### src/line_ctrl_pkg.sv
// Package with register map, field positions and codes for the line interface control block.
package line_ctrl_pkg;

	// ----------------------------------------
	// Register map (printed offsets are not word multiples, so they are indices)
	// ----------------------------------------
	localparam logic [7:0] IDX_LINE_CTRL_ONE   = 8'h78;
	localparam logic [7:0] IDX_LINE_CTRL_TWO   = 8'h79;
	localparam logic [7:0] IDX_LINE_CTRL_THREE = 8'h7A;
	localparam logic [7:0] IDX_LINE_CTRL_FOUR  = 8'h7B;
	localparam logic [7:0] IDX_LINE_STATUS     = 8'h7C;
	localparam logic [7:0] RESET_LINE_CTRL     = 8'h00;

	// ----------------------------------------
	// Field positions
	// ----------------------------------------
	localparam int POS_TX_POWERDOWN_N     = 0;
	localparam int POS_JATT_DISABLE       = 1;
	localparam int POS_JATT_DEPTH_SEL     = 2;
	localparam int POS_JATT_PLACE_SEL     = 3;
	localparam int POS_BUILDOUT_LSB       = 5;
	localparam int POS_CUSTOM_DRIVER_SEL  = 0;
	localparam int POS_SHORT_LIMIT_DIS    = 1;
	localparam int POS_JATT_CLK_MUX       = 3;
	localparam int POS_TX_DATA_ENABLE     = 4;
	localparam int POS_INSERT_VIOLATION   = 5;
	localparam int POS_LINE_IF_RESET      = 6;
	localparam int POS_LINE_STANDARD_SEL  = 7;
	localparam int POS_TX_ALT_PATTERN     = 0;
	localparam int POS_TX_SYNC_CLK_EN     = 1;
	localparam int POS_RX_SYNC_CLK_EN     = 2;
	localparam int POS_RX_EDGE_SEL        = 5;
	localparam int POS_TX_EDGE_SEL        = 6;
	localparam int POS_RX_TERM_LSB        = 0;
	localparam int POS_TX_TERM_LSB        = 2;
	localparam int POS_MARK_INV_INVERT    = 6;
	localparam int POS_MARK_INV_ENABLE    = 7;

	// ----------------------------------------
	// Codes and depths
	// ----------------------------------------
	localparam logic [2:0] BUILDOUT_ZERO  = 3'h0;
	localparam logic [7:0] JATT_DEPTH_LONG  = 8'h80;
	localparam logic [7:0] JATT_DEPTH_SHORT = 8'h20;
	localparam logic [3:0] RUN_OF_ONES    = 4'h3;
	localparam logic [7:0] RX_QUARTER     = 8'h0C;

	typedef enum logic [1:0] {
		VIOL_IDLE  = 2'b00,
		VIOL_ARMED = 2'b01,
		VIOL_DONE  = 2'b10
	} viol_state_t;

endpackage : line_ctrl_pkg

### src/edge_sync.sv
// Two-stage synchroniser with rising and falling edge pulses.
module edge_sync
	import line_ctrl_pkg::*;
(
	input  wire logic i_clk,   // System clock.
	input  wire logic i_srst,  // Synchronous reset.
	input  wire logic i_async, // Input from another domain.
	output logic      o_level, // Synchronised level.
	output logic      o_rise,  // One-cycle pulse on a rising edge.
	output logic      o_fall   // One-cycle pulse on a falling edge.
);
	logic meta_r;
	logic sync_r;
	logic prev_r;

	always_ff @(posedge i_clk) begin
		if (i_srst) begin
			meta_r <= 1'b0;
			sync_r <= 1'b0;
			prev_r <= 1'b0;
		end else begin
			meta_r <= i_async;
			sync_r <= meta_r;
			prev_r <= sync_r;
		end
	end

	assign o_level = sync_r;
	assign o_rise  = sync_r & ~prev_r;
	assign o_fall  = ~sync_r & prev_r;
endmodule : edge_sync

### src/cmi_encoder.sv
// Code mark inversion bit encoder driven by half-bit strobes.
module cmi_encoder
	import line_ctrl_pkg::*;
(
	input  wire logic i_clk,    // System clock.
	input  wire logic i_srst,   // Synchronous reset.
	input  wire logic i_load,   // Start of bit period, with new bit.
	input  wire logic i_half,   // Middle of bit period.
	input  wire logic i_bit,    // Bit to encode.
	output logic      o_line    // Coded line level.
);
	logic mark_lvl_r;
	logic cur_bit_r;
	logic line_r;

	always_ff @(posedge i_clk) begin
		if (i_srst) begin
			mark_lvl_r <= 1'b0;
			cur_bit_r  <= 1'b0;
			line_r     <= 1'b0;
		end else if (i_load) begin
			cur_bit_r <= i_bit;
			if (i_bit) begin
				line_r     <= ~mark_lvl_r;
				mark_lvl_r <= ~mark_lvl_r;
			end else begin
				line_r <= 1'b0;
			end
		end else if (i_half && !cur_bit_r) begin
			line_r <= 1'b1;
		end
	end

	assign o_line = line_r;

	AST_ZERO_RISES: assert property (@(posedge i_clk) disable iff (i_srst)
		i_half && !cur_bit_r && !i_load |=> line_r)
		else $error("zero bit did not rise at mid period");
endmodule : cmi_encoder

### src/line_ctrl_cmi.sv
// Line interface control registers with CMI coder, decoder and transmit pattern logic.

// Behaviour
// - CMI one bit is a steady level for the whole bit period.
// - CMI zero bit is low then high, rising at mid period.
// - Mark inversion enable switches both paths to CMI on the positive output.
// - Zero substitution may still be applied ahead of CMI coding.
// - In CMI the positive input is decoded; clock recovered and data aligned.
// - Power-down bit low tri-states both transmit outputs.
// - Jitter attenuator active when disable bit is zero.
// - Depth select gives 128 bits when zero, 32 when one.
// - Placement bit puts attenuator in receive path at zero, transmit at one.
// - Three-bit buildout selects one of eight T1 output settings.
// - Custom driver with zero buildout gives square wave, else open drain.
// - Short limit disable low keeps the current limiter enabled.
// - Clock mux selects master clock at zero, PLL at one.
// - Data enable low sends all ones timed by attenuator clock.
// - Rising violation bit inserts one violation, sent on the third consecutive one.
// - Rising line reset bit resets recovery and recenters attenuator.
// - Standard select zero is T1, one is E1.
// - Alternate pattern bit sends 1010 timed by transmit clock.
// - Sync clock enables put each path into square-wave clock mode.
// - Receive edge select updates outputs on rising or falling recovered edge.
// - Transmit edge select samples inputs on falling or rising clock edge.
// - Receive termination code 00 off, else 75, 100, 120 ohms.
// - Transmit termination code 00 off, else 75, 100, 120 ohms.
// - Invert bit inverts CMI on transmit and receive pins.
module line_ctrl_cmi
	import line_ctrl_pkg::*;
(
	input  wire logic        i_clk,             // System clock, 100 MHz.
	input  wire logic        i_srst,            // Synchronous reset, active high.
	input  wire logic        i_psel,            // APB select.
	input  wire logic        i_penable,         // APB enable.
	input  wire logic        i_pwrite,          // APB write.
	input  wire logic [11:0] i_paddr,           // APB byte address.
	input  wire logic [31:0] i_pwdata,          // APB write data.
	output logic      [31:0] o_prdata,          // APB read data.
	output logic             o_pready,          // APB ready.
	output logic             o_pslverr,         // APB error on unmapped address.
	input  wire logic        i_tx_clock_in,     // Transmit line clock pin.
	input  wire logic        i_tx_pos_data_in,  // Transmit positive data pin.
	input  wire logic        i_tx_neg_data_in,  // Transmit negative data pin.
	input  wire logic        i_jatt_clock,      // Attenuator clock.
	input  wire logic        i_rx_line_pos,     // Receive positive line input.
	output logic             o_tx_line_pos,     // Transmit positive line level.
	output logic             o_tx_line_pos_oe_n,// Positive output enable, low drives.
	output logic             o_tx_line_neg,     // Transmit negative line level.
	output logic             o_tx_line_neg_oe_n,// Negative output enable, low drives.
	output logic             o_rx_clock_out,    // Recovered clock output.
	output logic             o_rx_pos_data_out, // Recovered positive data.
	output logic             o_rx_neg_data_out, // Recovered negative data.
	output logic             o_violation,       // Pulse when a violation is inserted.
	output logic             o_recovery_reset,  // Pulse resetting recovery and attenuator.
	output logic      [7:0]  o_jatt_depth,      // Active attenuator depth in bits, 0 if removed.
	output logic             o_jatt_in_tx,      // Attenuator sits in transmit path.
	output logic             o_jatt_clk_pll,    // Attenuator clock taken from PLL.
	output logic             o_limiter_en,      // Current limiter enabled.
	output logic             o_line_e1,         // E1 operation selected.
	output logic      [2:0]  o_buildout,        // Buildout select.
	output logic             o_square_wave,     // Square wave driver mode.
	output logic             o_open_drain,      // Open-drain driver mode.
	output logic             o_tx_sync_clk,     // Transmit sync clock mode.
	output logic             o_rx_sync_clk,     // Receive sync clock mode.
	output logic      [1:0]  o_rx_term,         // Receive termination code.
	output logic      [1:0]  o_tx_term,         // Transmit termination code.
	output logic             o_cmi_mode         // Mark inversion paths active.
);
	// ----------------------------------------
	// Register bank
	// ----------------------------------------
	logic [7:0] ctrl_one_r;
	logic [7:0] ctrl_two_r;
	logic [7:0] ctrl_three_r;
	logic [7:0] ctrl_four_r;
	logic [9:0] word_idx;
	logic       acc;
	logic       hit;

	assign word_idx = i_paddr[11:2];
	assign acc      = i_psel && i_penable && !o_pready;
	assign hit      = (word_idx[7:0] >= IDX_LINE_CTRL_ONE) && (word_idx[7:0] <= IDX_LINE_STATUS)
		&& (word_idx[9:8] == 2'b00);

	always_ff @(posedge i_clk) begin
		if (i_srst) begin
			ctrl_one_r   <= RESET_LINE_CTRL;
			ctrl_two_r   <= RESET_LINE_CTRL;
			ctrl_three_r <= RESET_LINE_CTRL;
			ctrl_four_r  <= RESET_LINE_CTRL;
		end else if (acc && i_pwrite) begin
			if (word_idx == {2'b00, IDX_LINE_CTRL_ONE}) begin
				ctrl_one_r <= i_pwdata[7:0];
			end else if (word_idx == {2'b00, IDX_LINE_CTRL_TWO}) begin
				ctrl_two_r <= i_pwdata[7:0];
			end else if (word_idx == {2'b00, IDX_LINE_CTRL_THREE}) begin
				ctrl_three_r <= i_pwdata[7:0];
			end else if (word_idx == {2'b00, IDX_LINE_CTRL_FOUR}) begin
				ctrl_four_r <= i_pwdata[7:0];
			end
		end
	end

	// The status word reports the live transmit source and violation state.
	logic [7:0] status;
	viol_state_t viol_state_r;

	always_ff @(posedge i_clk) begin
		if (i_srst) begin
			o_pready  <= 1'b0;
			o_pslverr <= 1'b0;
			o_prdata  <= 32'h00000000;
		end else begin
			o_pready  <= acc;
			o_pslverr <= acc && !hit;
			if (acc && !i_pwrite) begin
				if (word_idx == {2'b00, IDX_LINE_CTRL_ONE}) begin
					o_prdata <= {24'h000000, ctrl_one_r};
				end else if (word_idx == {2'b00, IDX_LINE_CTRL_TWO}) begin
					o_prdata <= {24'h000000, ctrl_two_r};
				end else if (word_idx == {2'b00, IDX_LINE_CTRL_THREE}) begin
					o_prdata <= {24'h000000, ctrl_three_r};
				end else if (word_idx == {2'b00, IDX_LINE_CTRL_FOUR}) begin
					o_prdata <= {24'h000000, ctrl_four_r};
				end else if (word_idx == {2'b00, IDX_LINE_STATUS}) begin
					o_prdata <= {24'h000000, status};
				end else begin
					o_prdata <= 32'h00000000;
				end
			end
		end
	end

	// ----------------------------------------
	// Field decode
	// ----------------------------------------
	logic       tx_powerdown_n, tx_data_enable, insert_violation, line_if_reset;
	logic       tx_alt_pattern, tx_edge_sel, rx_edge_sel, mark_inv_enable, mark_inv_invert;
	logic [2:0] buildout;
	logic       custom_driver_sel;

	assign tx_powerdown_n    = ctrl_one_r[POS_TX_POWERDOWN_N];
	assign buildout          = ctrl_one_r[POS_BUILDOUT_LSB +: 3];
	assign custom_driver_sel = ctrl_two_r[POS_CUSTOM_DRIVER_SEL];
	assign tx_data_enable    = ctrl_two_r[POS_TX_DATA_ENABLE];
	assign insert_violation  = ctrl_two_r[POS_INSERT_VIOLATION];
	assign line_if_reset     = ctrl_two_r[POS_LINE_IF_RESET];
	assign tx_alt_pattern    = ctrl_three_r[POS_TX_ALT_PATTERN];
	assign rx_edge_sel       = ctrl_three_r[POS_RX_EDGE_SEL];
	assign tx_edge_sel       = ctrl_three_r[POS_TX_EDGE_SEL];
	assign mark_inv_invert   = ctrl_four_r[POS_MARK_INV_INVERT];
	assign mark_inv_enable   = ctrl_four_r[POS_MARK_INV_ENABLE];

	always_ff @(posedge i_clk) begin
		if (i_srst) begin
			o_jatt_depth   <= 8'h00;
			o_jatt_in_tx   <= 1'b0;
			o_jatt_clk_pll <= 1'b0;
			o_limiter_en   <= 1'b0;
			o_line_e1      <= 1'b0;
			o_buildout     <= 3'h0;
			o_square_wave  <= 1'b0;
			o_open_drain   <= 1'b0;
			o_tx_sync_clk  <= 1'b0;
			o_rx_sync_clk  <= 1'b0;
			o_rx_term      <= 2'h0;
			o_tx_term      <= 2'h0;
			o_cmi_mode     <= 1'b0;
		end else begin
			o_jatt_depth   <= ctrl_one_r[POS_JATT_DISABLE] ? 8'h00 :
				(ctrl_one_r[POS_JATT_DEPTH_SEL] ? JATT_DEPTH_SHORT : JATT_DEPTH_LONG);
			o_jatt_in_tx   <= ctrl_one_r[POS_JATT_PLACE_SEL];
			o_jatt_clk_pll <= ctrl_two_r[POS_JATT_CLK_MUX];
			o_limiter_en   <= !ctrl_two_r[POS_SHORT_LIMIT_DIS];
			o_line_e1      <= ctrl_two_r[POS_LINE_STANDARD_SEL];
			o_buildout     <= buildout;
			o_square_wave  <= custom_driver_sel && (buildout == BUILDOUT_ZERO);
			o_open_drain   <= custom_driver_sel && (buildout != BUILDOUT_ZERO);
			o_tx_sync_clk  <= ctrl_three_r[POS_TX_SYNC_CLK_EN];
			o_rx_sync_clk  <= ctrl_three_r[POS_RX_SYNC_CLK_EN];
			o_rx_term      <= ctrl_four_r[POS_RX_TERM_LSB +: 2];
			o_tx_term      <= ctrl_four_r[POS_TX_TERM_LSB +: 2];
			o_cmi_mode     <= mark_inv_enable;
		end
	end

	// ----------------------------------------
	// Pin synchronisers
	// ----------------------------------------
	logic tclk_rise, tclk_fall, jclk_rise, rx_lvl, rx_rise, tpos_lvl, tneg_lvl;

	edge_sync u_sync_tclk (.i_clk(i_clk), .i_srst(i_srst), .i_async(i_tx_clock_in),
		.o_level(), .o_rise(tclk_rise), .o_fall(tclk_fall));
	edge_sync u_sync_jclk (.i_clk(i_clk), .i_srst(i_srst), .i_async(i_jatt_clock),
		.o_level(), .o_rise(jclk_rise), .o_fall());
	edge_sync u_sync_rx   (.i_clk(i_clk), .i_srst(i_srst), .i_async(i_rx_line_pos ^ mark_inv_invert),
		.o_level(rx_lvl), .o_rise(rx_rise), .o_fall());
	edge_sync u_sync_tpos (.i_clk(i_clk), .i_srst(i_srst), .i_async(i_tx_pos_data_in),
		.o_level(tpos_lvl), .o_rise(), .o_fall());
	edge_sync u_sync_tneg (.i_clk(i_clk), .i_srst(i_srst), .i_async(i_tx_neg_data_in),
		.o_level(tneg_lvl), .o_rise(), .o_fall());

	// ----------------------------------------
	// Transmit bit source
	// ----------------------------------------
	// All-ones is paced by the attenuator clock, the test pattern and data by the transmit clock.
	logic tx_sample, bit_strobe, half_strobe, tx_bit, alt_r, src_bit;
	logic [3:0] ones_run_r;
	logic viol_now;

	assign tx_sample   = tx_edge_sel ? tclk_rise : tclk_fall;
	assign bit_strobe  = tx_data_enable ? tx_sample : jclk_rise;
	assign half_strobe = tx_data_enable ? (tx_edge_sel ? tclk_fall : tclk_rise) : 1'b0;
	// Incoming pos/neg rails are already zero-substituted upstream, so either rail marks a one.
	assign src_bit     = tpos_lvl | tneg_lvl;
	assign tx_bit      = !tx_data_enable ? 1'b1 : (tx_alt_pattern ? alt_r : src_bit);

	always_ff @(posedge i_clk) begin
		if (i_srst) begin
			alt_r <= 1'b0;
		end else if (bit_strobe && tx_alt_pattern) begin
			alt_r <= ~alt_r;
		end
	end

	// ----------------------------------------
	// Violation insertion
	// ----------------------------------------
	logic viol_req_prev_r;

	assign viol_now = (viol_state_r == VIOL_ARMED) && bit_strobe && tx_bit && (ones_run_r >= RUN_OF_ONES - 4'h1);

	always_ff @(posedge i_clk) begin
		if (i_srst) begin
			ones_run_r <= 4'h0;
		end else if (bit_strobe) begin
			ones_run_r <= tx_bit ? ((ones_run_r == 4'hF) ? ones_run_r : ones_run_r + 4'h1) : 4'h0;
		end
	end

	always_ff @(posedge i_clk) begin
		if (i_srst) begin
			viol_req_prev_r <= 1'b0;
			viol_state_r    <= VIOL_IDLE;
			o_violation     <= 1'b0;
		end else begin
			viol_req_prev_r <= insert_violation;
			o_violation     <= viol_now;
			case (viol_state_r)
				VIOL_IDLE: if (insert_violation && !viol_req_prev_r) viol_state_r <= VIOL_ARMED;
				VIOL_ARMED: if (viol_now) viol_state_r <= VIOL_DONE;
				VIOL_DONE: if (!insert_violation) viol_state_r <= VIOL_IDLE;
				default: viol_state_r <= VIOL_IDLE;
			endcase
		end
	end

	// ----------------------------------------
	// Line drive
	// ----------------------------------------
	logic cmi_line, ami_mark_r, pos_r, neg_r;

	cmi_encoder u_enc (.i_clk(i_clk), .i_srst(i_srst), .i_load(bit_strobe), .i_half(half_strobe),
		.i_bit(tx_bit), .o_line(cmi_line));

	// Bipolar marks alternate; a violation repeats the last polarity.
	always_ff @(posedge i_clk) begin
		if (i_srst) begin
			ami_mark_r <= 1'b0;
			pos_r      <= 1'b0;
			neg_r      <= 1'b0;
		end else if (bit_strobe) begin
			pos_r <= tx_bit && (viol_now ? ami_mark_r : !ami_mark_r);
			neg_r <= tx_bit && (viol_now ? !ami_mark_r : ami_mark_r);
			if (tx_bit && !viol_now) ami_mark_r <= !ami_mark_r;
		end
	end

	always_ff @(posedge i_clk) begin
		if (i_srst) begin
			o_tx_line_pos      <= 1'b0;
			o_tx_line_neg      <= 1'b0;
			o_tx_line_pos_oe_n <= 1'b1;
			o_tx_line_neg_oe_n <= 1'b1;
		end else begin
			o_tx_line_pos      <= mark_inv_enable ? (cmi_line ^ mark_inv_invert) : pos_r;
			o_tx_line_neg      <= mark_inv_enable ? 1'b0 : neg_r;
			// Open drain releases the pin in the cycle after the registered level is high.
			o_tx_line_pos_oe_n <= !tx_powerdown_n || (o_open_drain && o_tx_line_pos);
			o_tx_line_neg_oe_n <= !tx_powerdown_n || (o_open_drain && o_tx_line_neg);
		end
	end

	// ----------------------------------------
	// Receive CMI decode and clock recovery
	// ----------------------------------------
	// Zeros give a mid-bit rising edge; the recovered clock falls a quarter bit after each.
	logic [7:0] rx_cnt_r;
	logic       lir_prev_r, rx_clk_r, rx_data_r, rx_clk_prev_r, rx_upd;

	always_ff @(posedge i_clk) begin
		if (i_srst) begin
			lir_prev_r       <= 1'b0;
			o_recovery_reset <= 1'b0;
		end else begin
			lir_prev_r       <= line_if_reset;
			o_recovery_reset <= line_if_reset && !lir_prev_r;
		end
	end

	always_ff @(posedge i_clk) begin
		if (i_srst || o_recovery_reset) begin
			rx_cnt_r  <= 8'h00;
			rx_clk_r  <= 1'b0;
			rx_data_r <= 1'b0;
		end else if (mark_inv_enable) begin
			if (rx_rise) begin
				rx_cnt_r  <= 8'h00;
				rx_clk_r  <= 1'b1;
				rx_data_r <= 1'b0;
			end else begin
				rx_cnt_r <= (rx_cnt_r == 8'hFF) ? rx_cnt_r : rx_cnt_r + 8'h01;
				if (rx_cnt_r == RX_QUARTER) begin
					rx_clk_r <= 1'b0;
				end else if (rx_cnt_r == RX_QUARTER + RX_QUARTER + RX_QUARTER) begin
					rx_clk_r  <= 1'b1;
					rx_data_r <= 1'b1;
					rx_cnt_r  <= RX_QUARTER - RX_QUARTER;
				end
			end
		end else begin
			rx_clk_r  <= rx_lvl;
			rx_data_r <= rx_lvl;
		end
	end

	assign rx_upd = rx_edge_sel ? (rx_clk_prev_r && !rx_clk_r) : (!rx_clk_prev_r && rx_clk_r);

	always_ff @(posedge i_clk) begin
		if (i_srst) begin
			rx_clk_prev_r     <= 1'b0;
			o_rx_clock_out    <= 1'b0;
			o_rx_pos_data_out <= 1'b0;
			o_rx_neg_data_out <= 1'b0;
		end else begin
			rx_clk_prev_r  <= rx_clk_r;
			o_rx_clock_out <= rx_clk_r;
			if (rx_upd) begin
				o_rx_pos_data_out <= rx_data_r;
				o_rx_neg_data_out <= 1'b0;
			end
		end
	end

	assign status = {4'h0, mark_inv_enable, viol_state_r == VIOL_ARMED, tx_alt_pattern, tx_data_enable};

	// ----------------------------------------
	// Checks
	// ----------------------------------------
	AST_POWERDOWN_TRISTATE: assert property (@(posedge i_clk) disable iff (i_srst)
		!tx_powerdown_n |=> o_tx_line_pos_oe_n && o_tx_line_neg_oe_n)
		else $error("outputs driven while powered down");
	AST_DEPTH_SELECT: assert property (@(posedge i_clk) disable iff (i_srst)
		!ctrl_one_r[POS_JATT_DISABLE] && ctrl_one_r[POS_JATT_DEPTH_SEL] |=> o_jatt_depth == 8'h20)
		else $error("attenuator depth wrong");
	AST_JATT_OFF: assert property (@(posedge i_clk) disable iff (i_srst)
		ctrl_one_r[POS_JATT_DISABLE] |=> o_jatt_depth == 8'h00)
		else $error("attenuator still active");
	AST_ALL_ONES: assert property (@(posedge i_clk) disable iff (i_srst)
		!tx_data_enable && bit_strobe |=> pos_r != neg_r)
		else $error("all ones not sent");
	AST_ONE_VIOLATION: assert property (@(posedge i_clk) disable iff (i_srst)
		viol_now |=> viol_state_r == VIOL_DONE ##1 !viol_now)
		else $error("violation repeated");
	AST_RESET_PULSE: assert property (@(posedge i_clk) disable iff (i_srst)
		$rose(line_if_reset) |=> o_recovery_reset ##1 !o_recovery_reset)
		else $error("line reset pulse wrong");
	AST_SQUARE_OPEN: assert property (@(posedge i_clk) disable iff (i_srst)
		custom_driver_sel && buildout != 3'h0 |=> o_open_drain && !o_square_wave)
		else $error("driver mode wrong");
	AST_CMI_NEG_IDLE: assert property (@(posedge i_clk) disable iff (i_srst)
		mark_inv_enable |=> !o_tx_line_neg)
		else $error("negative line active in CMI");
	AST_LIMITER: assert property (@(posedge i_clk) disable iff (i_srst)
		!ctrl_two_r[POS_SHORT_LIMIT_DIS] |=> o_limiter_en)
		else $error("limiter not enabled");
	COV_VIOLATION: cover property (@(posedge i_clk) viol_now);
	COV_CMI_TX: cover property (@(posedge i_clk) mark_inv_enable && bit_strobe && tx_data_enable);
	COV_RX_CLK: cover property (@(posedge i_clk) mark_inv_enable && rx_upd);
	COV_ALT: cover property (@(posedge i_clk) tx_alt_pattern && bit_strobe);
endmodule : line_ctrl_cmi

### config.mk
export PLATFORM = sky130hd
export DESIGN_NAME = line_ctrl_cmi
export DESIGN_NICKNAME = d
export VERILOG_FILES = /design/src/line_ctrl_pkg.sv /design/src/edge_sync.sv /design/src/cmi_encoder.sv /design/src/line_ctrl_cmi.sv
export SDC_FILE = /design/constraint.sdc
export NUM_CORES = 1
export LEC_CHECK = 0
export ABC_AREA = 1
export ABC_CLOCK_PERIOD_IN_PS = 2670
export BUFFER_PORTS_ARGS = -buffer_cell sky130_fd_sc_hd__clkbuf_2
export CAP_MARGIN = 20
export CORE_MARGIN = 3
export CORE_UTILIZATION = 57
export DETAILED_ROUTE_END_ITERATION = 10
export PLACE_DENSITY = 0.85
export SYNTH_ARGS = -nofsm -noshare
export SYNTH_HDL_FRONTEND = slang
export SYNTH_SLANG_ARGS = --single-unit
### constraint.sdc
create_clock -name i_clk -period 2.67 [get_ports i_clk]
set_input_delay 0.6675 -clock i_clk [delete_from_list [all_inputs] [get_ports i_clk]]
set_output_delay 0.6675 -clock i_clk [all_outputs]
set_load 0.005 [all_outputs]
==> results of run 1 <==
## state kept, by name, indices dropped and copies added, names as in the netlist, 2 cells and up
| register | cells |
|---|---|
| viol_state_r | 2 |
| o_prdata | 8 |
| ctrl_three_r | 8 |
| ctrl_one_r | 8 |
| o_tx_term | 2 |
| o_buildout | 3 |
| ctrl_two_r | 8 |
| o_rx_term | 2 |
| rx_cnt_r | 8 |
| ones_run_r | 4 |
| o_jatt_depth | 2 |
| ctrl_four_r | 8 |
## area by class of cell
class                      instances  share of cell area
sequential                       106               0.419
multi-input combinational        392               0.388
timing repair buffer              68              0.0696
inverter                          79              0.0585
tap                              102              0.0252
clock buffer                       9              0.0244
clock inverter                     7              0.0153
## power by group through the flow
stage / clock [mW] / sequential, mW / combinational, mW
final: 0.979 / 1.61 / 0.147
after global routing: 1.06 / 1.61 / 0.169
after CTS: 0.998 / 1.61 / 0.145
after detailed placement: 0 / 1.64 / 0.145
after global placement: 0 / 1.64 / 0.140
after floorplan: 0 / 1.64 / 0.128
## how the worst min path moves through the flow
stage,start,end,slack (ps),cells after the start
final,u_sync_tclk.meta_r$_SDFF_PP0_,u_sync_tclk.o_level$_SDFF_PP0_,410,2
after global routing,lir_prev_r$_SDFF_PP0_,o_recovery_reset$_SDFF_PP0_,430,1
after CTS,lir_prev_r$_SDFF_PP0_,o_recovery_reset$_SDFF_PP0_,410,1
after detailed placement,lir_prev_r$_SDFF_PP0_,o_recovery_reset$_SDFF_PP0_,390,1
after global placement,lir_prev_r$_SDFF_PP0_,o_recovery_reset$_SDFF_PP0_,380,1
after floorplan,lir_prev_r$_SDFF_PP0_,o_recovery_reset$_SDFF_PP0_,370,1
## critical path: cells and delay by family
kind                   cells  cell delay (ps)
AND/OR/NAND/NOR            5             1110
buffers and inverters      2              130
AO/OA/AOI/OAI              2              320
## stage by stage
stage | power (mW) | setup WS, ps
6_report | 2.73 | 715
5_1_grt | 2.84 | 565
4_1_cts | 2.75 | 750
3_5_place_dp | 1.79 | 380
3_3_place_gp | 1.78 | 466
2_1_floorplan | 1.77 | 967
## cell families (layout without fill, tap and decap cells)
family,Yosys count,in the layout,synth area share
AND/OR/NAND/NOR,219,219,0.225
XOR/XNOR,4,4,0.00758
buffers and inverters,129,163,0.139
adder cells (fa/ha/maj),4,4,0.0108
AO/OA/AOI/OAI,134,134,0.158
other,1,31,0.000811
flip-flops,106,106,0.459
## per-layer routing
metal	GRT usage	vias up
met5	0	-
met4	0.0723	0
met3	0.0336	13
met2	0.356	158
met1	0.299	1828
li1	-	1999
## cells in the final DEF (no fill, tap or decap), types with 4 or more instances in the layout
cell type / netlist / routed
inv_2: 6 / 6
clkbuf_2: 0 / 63
o21ai_1: 4 / 4
o21ai_0: 50 / 50
nor2_4: 5 / 5
conb_1: 1 / 31
dfxtp_1: 106 / 106
nor2_2: 4 / 4
buf_4: 33 / 5
a21oi_1: 60 / 60
nor2_1: 62 / 62
nor3_1: 5 / 5
nand4_1: 9 / 9
ha_1: 4 / 4
o211ai_1: 9 / 9
inv_1: 72 / 72
nand2_1: 78 / 78
clkbuf_8: 0 / 9
nand3_1: 43 / 43
==> results.yml, run 1 <==
run_status:
  outcome: "complete, no violations"
timing:
  tightest_slew_ps: 694
  hold_viol_final: 0
  drv_slew: 0
  rsz0062_at_grt: "false"
  slew-limit-headroom: 0.536
  setup-violations-final: 0
  fin_skew_ps: 12.2
  fmax_ghz: 0.512
  finalSetupTns_ps: 0
  hold_slack_ps: 405
  fin_crit_ps: 1950
  post-route-period-util: 0.732
placed_design:
  hpwlAfterDp_um: 7370
  numPortBuffers: 63
  finalWeightedCongestion: 0.896
  post_dp_cell_area_mm2: 0.00487
  placed_cells: 747
clocking:
  insertion_delay_ps: 360
  h-tree-depth: 3
  ctsHoldBuffers: 0
  clock-sinks: 106
  cts-root-buf: "clkbuf_8"
  clockBufferDepth: 2
  clk_pin_slew_ps: 90
  cts_resized: 0
  cts_setup_buffers: 0
  cts_tree: "done"
  cts_made_buffers: 9
finish:
  n_fill_cell: 696
  layout.nets: 714
  fin_area_mm2: 0.00507
  drive_above_1_share: 0.172
  multi_input_area_mm2: 0.00197
  post-route-util: 0.649
  stdcell_count: 763
  regArea_mm2: 0.00212
  syn2layout_area_growth_pct: 9.66
  num_antenna_cells: 0
grt:
  gr-total-overflow: 0
  grtUsageTotal: 0.219
  grt_max_degree: 54
  grt_pass1_vias: 3429
  grt_antenna_before_repair: 0
  grt_pass1_wl_um: 15800
power_and_ir_drop:
  p_comb_frac: 0.054
  vdd_drop_max_mv: 0.292
  p_seq_frac: 0.588
  p_int_mw: 2.09
  switching_power_uw: 646
  clkPwrFrac: 0.358
  powerDensity_mw_per_mm2: 539
  swShare: 0.236
  p_leak_nw: 2.25
setup_path:
  cp-endpoint: "ctrl_four_r[1]$_SDFFE_PP0P_"
  r2r_cells: 7
  end_kind: "flip-flop"
  rrSetupSlack_ps: 830
  start_kind: "input port"
  r2r_end: "rx_cnt_r[2]$_SDFFE_PP0P_"
  r2r-start: "rx_cnt_r[0]$_SDFFE_PP0P_"
  cp.arrival_ps: 2250
  worstPathRequired_ps: 2960
  worstSetupStartpoint: "i_paddr[8]"
  crit_chain: "clkbuf_2, inv_1, nor2_1, nand2_2, nor2_4, nand2_2, nor2_4, o21ai_0, a21oi_1"
  slowest_stage: "nor2_4"
  path_max_fanout: 16
  crit_type: "in -> reg"
  max_stage_delay_ps: 390
synthesis:
  netlist_area_mm2: 0.00462
  synth_area_leader_cell: "dfxtp_1"
  syn_area_per_cell_um2: 7.74
  yosysMostFrequentCell: "dfxtp_1"
  yosys-top-cells-area: "dfxtp_1 46%, a21oi_1 6.5%, nand2_1 6.3%"
  synth-edff-count: 0
  synth_top_flop_cell: "dfxtp_1"
  synthTopCellsByCount: "106 x dfxtp_1, 78 x nand2_1, 72 x inv_1, 62 x nor2_1, 60 x a21oi_1"
  ys_seq_area_frac: 0.459
  syn-instance-count: 597
  ys_warn_count: 0
  ys_ff_latch: 106
  synth-async-reset-ratio: 0
  synth_top_area_share: 0.459
  synth.distinct_cells: 39
die:
  die_area_mm2: 0.00923
  fp.dieH_um: 96.1
  core-area_mm2: 0.00781
  placementRows: 32
  die_w_um: 96.1
  start_util: 0.592
  io_pins: 121
detailed_routing:
  ant_nets: 0
  avgViaCountPerCell: 5.24
  post_drt_wl_per_cell_um: 13.0
  wl_met1_um: 4330
  drt-total-wl_um: 9910
  dr_wl_met3_um: 656
  highest_layer: "met4"
  firstDrtPassIters: 5
  vias: 3998
  drc: 0
  routed-wl-met2_um: 4810
  drt_iter0_drc: 364
min_path:
  hold_path.class: "reg -> reg"
job:
  maxCapViolations: 0
(Power assumes the default switching activity.)
==> inputs of run 2 (changes only) <==
--- a/config.mk
+++ b/config.mk
@@ -6,13 +6,13 @@
 export NUM_CORES = 1
 export LEC_CHECK = 0
 export ABC_AREA = 1
-export ABC_CLOCK_PERIOD_IN_PS = 2670
+export ABC_CLOCK_PERIOD_IN_PS = 2000
 export BUFFER_PORTS_ARGS = -buffer_cell sky130_fd_sc_hd__clkbuf_2
 export CAP_MARGIN = 20
 export CORE_MARGIN = 3
-export CORE_UTILIZATION = 57
+export CORE_UTILIZATION = 53
 export DETAILED_ROUTE_END_ITERATION = 10
-export PLACE_DENSITY = 0.85
+export PLACE_DENSITY = 0.8
 export SYNTH_ARGS = -nofsm -noshare
 export SYNTH_HDL_FRONTEND = slang
 export SYNTH_SLANG_ARGS = --single-unit
==> constraint.sdc (replaced) <==
create_clock -name i_clk -period 2 [get_ports i_clk]
set_input_delay 0.5 -clock i_clk [delete_from_list [all_inputs] [get_ports i_clk]]
set_output_delay 0.5 -clock i_clk [all_outputs]
set_load 0.005 [all_outputs]
==> results.yml, run 2 (synthesized netlist as in run 1, its figures left out) <==
clocking:
  cts_made_buffers: 9
  h-tree-depth: 3
  clock-sinks: 106
  insertion_delay_ps: 370
  clk_pin_slew_ps: 100
  ctsHoldBuffers: 0
  cts-root-buf: "clkbuf_8"
  cts_resized: 0
  clockBufferDepth: 2
  cts_setup_buffers: 0
  cts_tree: "done"
timing:
  setup-violations-final: 0
  post-route-period-util: 0.812
  fin_crit_ps: 1620
  hold_slack_ps: 315
  hold_viol_final: 0
  fmax_ghz: 0.616
  rsz0062_at_grt: "false"
  setup_ws_ps: 376
  fin_skew_ps: 8.47
  finalSetupTns_ps: 0
  drv_slew: 0
detailed_routing:
  ant_nets: 0
  wl_met1_um: 4440
  avgViaCountPerCell: 5.14
  drc: 0
  vias: 3990
  highest_layer: "met4"
  drt-total-wl_um: 10100
  routed-wl-met2_um: 4880
  post_drt_wl_per_cell_um: 13.0
  firstDrtPassIters: 5
  drt_iter0_drc: 280
  dr_wl_met3_um: 651
run_status:
  outcome: "complete, no violations"
die:
  die_w_um: 99.4
  placementRows: 33
  fp.dieH_um: 99.4
  io_pins: 121
  core-area_mm2: 0.00834
  die_area_mm2: 0.00988
  start_util: 0.554
setup_path:
  start_kind: "input port"
  path_max_fanout: 16
  r2r_cells: 8
  cp.arrival_ps: 1920
  worstSetupStartpoint: "i_paddr[11]"
  rrSetupSlack_ps: 400
  r2r-start: "rx_cnt_r[0]$_SDFFE_PP0P_"
  worstPathRequired_ps: 2300
  end_kind: "flip-flop"
  r2r_end: "rx_cnt_r[3]$_SDFFE_PP0P_"
  cp-endpoint: "ctrl_four_r[2]$_SDFFE_PP0P_"
  crit_type: "in -> reg"
power_and_ir_drop:
  p_leak_nw: 2.30
  vdd_drop_max_mv: 0.507
  finalPower_mw: 3.66
  powerDensity_mw_per_mm2: 710
grt:
  grt_pass1_wl_um: 16300
  grtUsageTotal: 0.204
  grt_max_degree: 40
  grt_antenna_before_repair: 0
  grt_pass1_vias: 3611
  gr-total-overflow: 0
min_path:
  hold_path.class: "in -> reg"
job:
  maxCapViolations: 0
finish:
  n_fill_cell: 751
  mostFrequentLayoutCell: "dfxtp_1"
  layout.nets: 725
  layout_common_cells: "106 x dfxtp_1, 78 x nand2_1, 72 x inv_1"
  regArea_mm2: 0.00212
  drive_above_1_share: 0.185
  multi_input_area_mm2: 0.00197
  syn2layout_area_growth_pct: 11.6
  num_antenna_cells: 0
  stdcell_count: 776
placed_design:
  placed_cells: 761
  finalWeightedCongestion: 0.875
  post-place-ws_ps: 70.6
  numPortBuffers: 63
  hpwlAfterDp_um: 7500
run 2: metrics by stage:
stage	utilization	cell area, µm²
6_report	0.619	5160
5_1_grt	0.619	5160
4_1_cts	0.619	5160
3_5_place_dp	0.595	4970
3_3_place_gp	0.595	4970
2_1_floorplan	-	4730
run 2: critical path: stages:
cell and delay (ps):
clkbuf_2 100, nor2_4 230, inv_2 120, nor2_4 190, nand2_2 110, nor2_4 360, o21ai_0 160, a21oi_1 150
run 2: per-layer routing:
| layer | global-route usage | vias to the layer above |
|---|---|---|
| li1 | - | 2016 |
| met4 | 0.0578 | 0 |
| met1 | 0.261 | 1831 |
| met3 | 0.0547 | 14 |
| met2 | 0.340 | 129 |
| met5 | 0 | - |
run 2: where the power goes:
group | switching [mW] | internal, mW
registers | 0.0108 | 2.13
logic | 0.140 | 0.0678
clock network | 0.706 | 0.602
total | 0.857 | 2.80
run 2: cell type report:
class	instances	share of cell area
clock inverters	5	0.0107
clock buffers	10	0.0267
well taps	105	0.0255
multi-input cells	392	0.382
inverters	79	0.0575
repair buffers	79	0.0868
flip-flops and latches	106	0.411
run 2: worst min path at each step:
| stage | to | depth (start not counted) | slack [ps] | startpoint |
|---|---|---|---|---|
| 3_5_place_dp | o_recovery_reset$_SDFF_PP0_ | 1 | 390 | lir_prev_r$_SDFF_PP0_ |
| 2_1_floorplan | o_recovery_reset$_SDFF_PP0_ | 1 | 370 | lir_prev_r$_SDFF_PP0_ |
| 3_3_place_gp | o_recovery_reset$_SDFF_PP0_ | 1 | 380 | lir_prev_r$_SDFF_PP0_ |
| 5_1_grt | u_sync_tpos.meta_r$_SDFF_PP0_ | 3 | 310 | i_tx_pos_data_in |
| 6_report | u_sync_tpos.meta_r$_SDFF_PP0_ | 3 | 310 | i_tx_pos_data_in |
| 4_1_cts | u_sync_tclk.meta_r$_SDFF_PP0_ | 3 | 300 | i_tx_clock_in |
==> inputs of run 3 (changes only) <==
--- a/config.mk
+++ b/config.mk
@@ -5,14 +5,14 @@
 export SDC_FILE = /design/constraint.sdc
 export NUM_CORES = 1
 export LEC_CHECK = 0
-export ABC_AREA = 1
-export ABC_CLOCK_PERIOD_IN_PS = 2000
+export ABC_AREA = 0
+export ABC_CLOCK_PERIOD_IN_PS = 1500
 export BUFFER_PORTS_ARGS = -buffer_cell sky130_fd_sc_hd__clkbuf_2
 export CAP_MARGIN = 20
 export CORE_MARGIN = 3
-export CORE_UTILIZATION = 53
+export CORE_UTILIZATION = 52
 export DETAILED_ROUTE_END_ITERATION = 10
-export PLACE_DENSITY = 0.8
+export PLACE_DENSITY = 0.79
 export SYNTH_ARGS = -nofsm -noshare
 export SYNTH_HDL_FRONTEND = slang
 export SYNTH_SLANG_ARGS = --single-unit
==> constraint.sdc (replaced) <==
create_clock -name i_clk -period 1.5 [get_ports i_clk]
set_input_delay 0.375 -clock i_clk [delete_from_list [all_inputs] [get_ports i_clk]]
set_output_delay 0.375 -clock i_clk [all_outputs]
set_load 0.005 [all_outputs]
==> results.yml, run 3 <==
clocking:
  clk_pin_slew_ps: 100
  clock-sinks: 106
  cts_made_buffers: 9
  cts_tree: "done"
  clockBufferDepth: 2
  cts-root-buf: "clkbuf_8"
  insertion_delay_ps: 370
  h-tree-depth: 3
  ctsHoldBuffers: 0
placed_design:
  post_dp_cell_area_mm2: 0.00524
  post-place-ws_ps: -196
  finalWeightedCongestion: 0.894
  numPortBuffers: 63
  hpwlAfterDp_um: 7400
  placed_cells: 669
finish:
  layout.nets: 643
  regArea_mm2: 0.00214
  post-route-util: 0.672
  drive_above_1_share: 0.322
  num_antenna_cells: 0
  syn2layout_area_growth_pct: 23.5
  mostFrequentLayoutCell: "dfxtp_1"
  stdcell_count: 695
  layout_common_cells: "97 x dfxtp_1, 63 x clkbuf_2, 56 x nor2_1"
  n_fill_cell: 675
  fin_area_mm2: 0.00563
  multi_input_area_mm2: 0.00238
detailed_routing:
  vias: 3763
  avgViaCountPerCell: 5.41
  firstDrtPassIters: 4
  drt_iter0_drc: 163
  ant_nets: 0
  drt-total-wl_um: 10700
  drc: 0
  post_drt_wl_per_cell_um: 15.4
setup_path:
  crit_type: "reg -> reg"
  cp.arrival_ps: 1900
  worstPathRequired_ps: 1790
  path_max_fanout: 8
  r2r-start: "rx_cnt_r[0]$_SDFFE_PP0P_"
  end_kind: "flip-flop"
  start_kind: "flip-flop"
  worstSetupStartpoint: "rx_cnt_r[0]$_SDFFE_PP0P_"
  r2r_cells: 6
timing:
  fin_crit_ps: 1600
  setup_ws_ps: -101
  drv_slew: 0
  post-route-period-util: 1.07
  slew-limit-headroom: 0.640
  tightest_slew_ps: 535
  fin_skew_ps: 10.4
  hold_viol_final: 0
  hold_slack_ps: 211
  setup-violations-final: 9
  rsz0062_at_grt: "true"
  fmax_ghz: 0.625
synthesis:
  synth-async-reset-ratio: 0
  netlist_area_mm2: 0.00456
  yosys-top-cells-area: "dfxtp_1 47%, mux2i_1 6.8%, buf_4 5.3%"
  ys_seq_area_frac: 0.465
  ys_ff_latch: 106
  synth_area_leader_cell: "dfxtp_1"
  synthTopCellsByCount: "106 x dfxtp_1, 57 x nor2_1, 35 x nor2b_1, 32 x buf_4, 31 x mux2i_1"
  post_synth_and_or_nand_nor_area_fraction: 0.230
  synthXorXnorAreaFrac: 0.00576
  ys_warn_count: 0
  synth_top_family_by_area: "simple AND/OR/NAND/NOR gates"
  yosysMostFrequentCell: "dfxtp_1"
  synth_top_area_share: 0.465
  synth_mux_area_frac: 0.0936
  syn_area_per_cell_um2: 9.58
  synth_top_flop_cell: "dfxtp_1"
  synth-edff-count: 0
  synth-compound-area-share: 0.110
  synth_fa_ha_area_frac: 0.0110
  syn-instance-count: 476
  synth.distinct_cells: 65
power_and_ir_drop:
  switching_power_mw: 1.15
  swShare: 0.243
  p_seq_frac: 0.602
  powerDensity_mw_per_mm2: 844
  p_comb_frac: 0.070
  vdd_drop_max_mv: 0.498
  p_int_mw: 3.59
  p_leak_nw: 2.55
  clkPwrFrac: 0.328
die:
  start_util: 0.544
  die_area_mm2: 0.00993
  fp.dieH_um: 99.6
  io_pins: 121
  placementRows: 33
  die_w_um: 99.6
  core-area_mm2: 0.00838
min_path:
  holdCritStartpoint: "i_tx_pos_data_in"
  hold_path.class: "in -> reg"
  whs_path_depth: 2
grt:
  grt_antenna_before_repair: 0
  grt_pass1_wl_um: 16800
  gr-total-overflow: 0
  grtUsageTotal: 0.211
  grt_max_degree: 33
  grt_pass1_vias: 3596
run_status:
  failed_checks: "setup timing"
  outcome: "complete, but fails checks"
job:
  maxCapViolations: 0
run 3: changes by cell type in the layout (fill, tap and decap cells not counted), moves of 33 or more:
cell / delta
inv_1: -61
nor2b_1: +34
nand3_1: -33
o21ai_0: -34
nand2_1: -52
buf_4: +35
a21oi_1: -48
run 3: power groups by stage:
| stage | combinational, mW | clock (mW) | sequential (mW) |
|---|---|---|---|
| global placement | 0.302 | 0 | 2.92 |
| detailed placement | 0.310 | 0 | 2.92 |
| finish | 0.335 | 1.56 | 2.86 |
| floorplan | 0.227 | 0 | 2.92 |
| global route | 0.366 | 1.71 | 2.86 |
| CTS | 0.318 | 1.59 | 2.86 |
run 3: worst max-delay path, stage by stage, from the launching register on:
cell,delay (ps)
dfxtp_2,360
inv_2,50
ha_4,150
and3b_1,180
a211o_4,380
a31o_4,220
a221oi_2,200
run 3: worst paths after layout:
kind                                   endpoint  slack (ps)
hold reg to reg     o_recovery_reset$_SDFF_PP0_         400
hold / removal    u_sync_tpos.meta_r$_SDFF_PP0_         210
setup / recovery       rx_cnt_r[5]$_SDFFE_PP0P_        -100
setup reg to reg       rx_cnt_r[5]$_SDFFE_PP0P_        -100
run 3: kinds of logic (layout without fill, tap and decap cells):
group	after synthesis	after routing
AND/OR/NAND/NOR	188	190
flip-flops	106	106
AO/OA/AOI/OAI	73	73
buffers and inverters	65	147
multiplexers	36	36
adder cells (fa/ha/maj)	4	4
XOR/XNOR	3	3
other	1	31
run 3: what timing repair did:
action,CTS,global route
buffers inserted,4,3
resized for setup,20,13
pin swaps,8,8
gates cloned,1,2
setup endpoints to repair,15,31
run 3: layout make-up:
| cell class | count | share of cell area |
|---|---|---|
| inverters | 13 | 0.00867 |
| flip-flops and latches | 106 | 0.379 |
| multi-input cells | 337 | 0.424 |
| clock inverters | 6 | 0.00756 |
| repair buffers | 118 | 0.135 |
| well taps | 105 | 0.0233 |
| clock buffers | 10 | 0.0227 |
run 3: metrics by stage:
stage | setup TNS, ps | power [mW]
6_report | -558 | 4.75
5_1_grt | -1360 | 4.94
4_1_cts | -420 | 4.77
3_5_place_dp | -6360 | 3.23
3_3_place_gp | -4230 | 3.23
2_1_floorplan | -69.6 | 3.15
run 3: routing by layer:
metal,up-vias,track usage,part of all wire
met5,-,0,0
met2,127,0.367,0.51
met4,0,0.0746,0.017
met1,1785,0.256,0.41
met3,19,0.0498,0.068
li1,1832,-,-
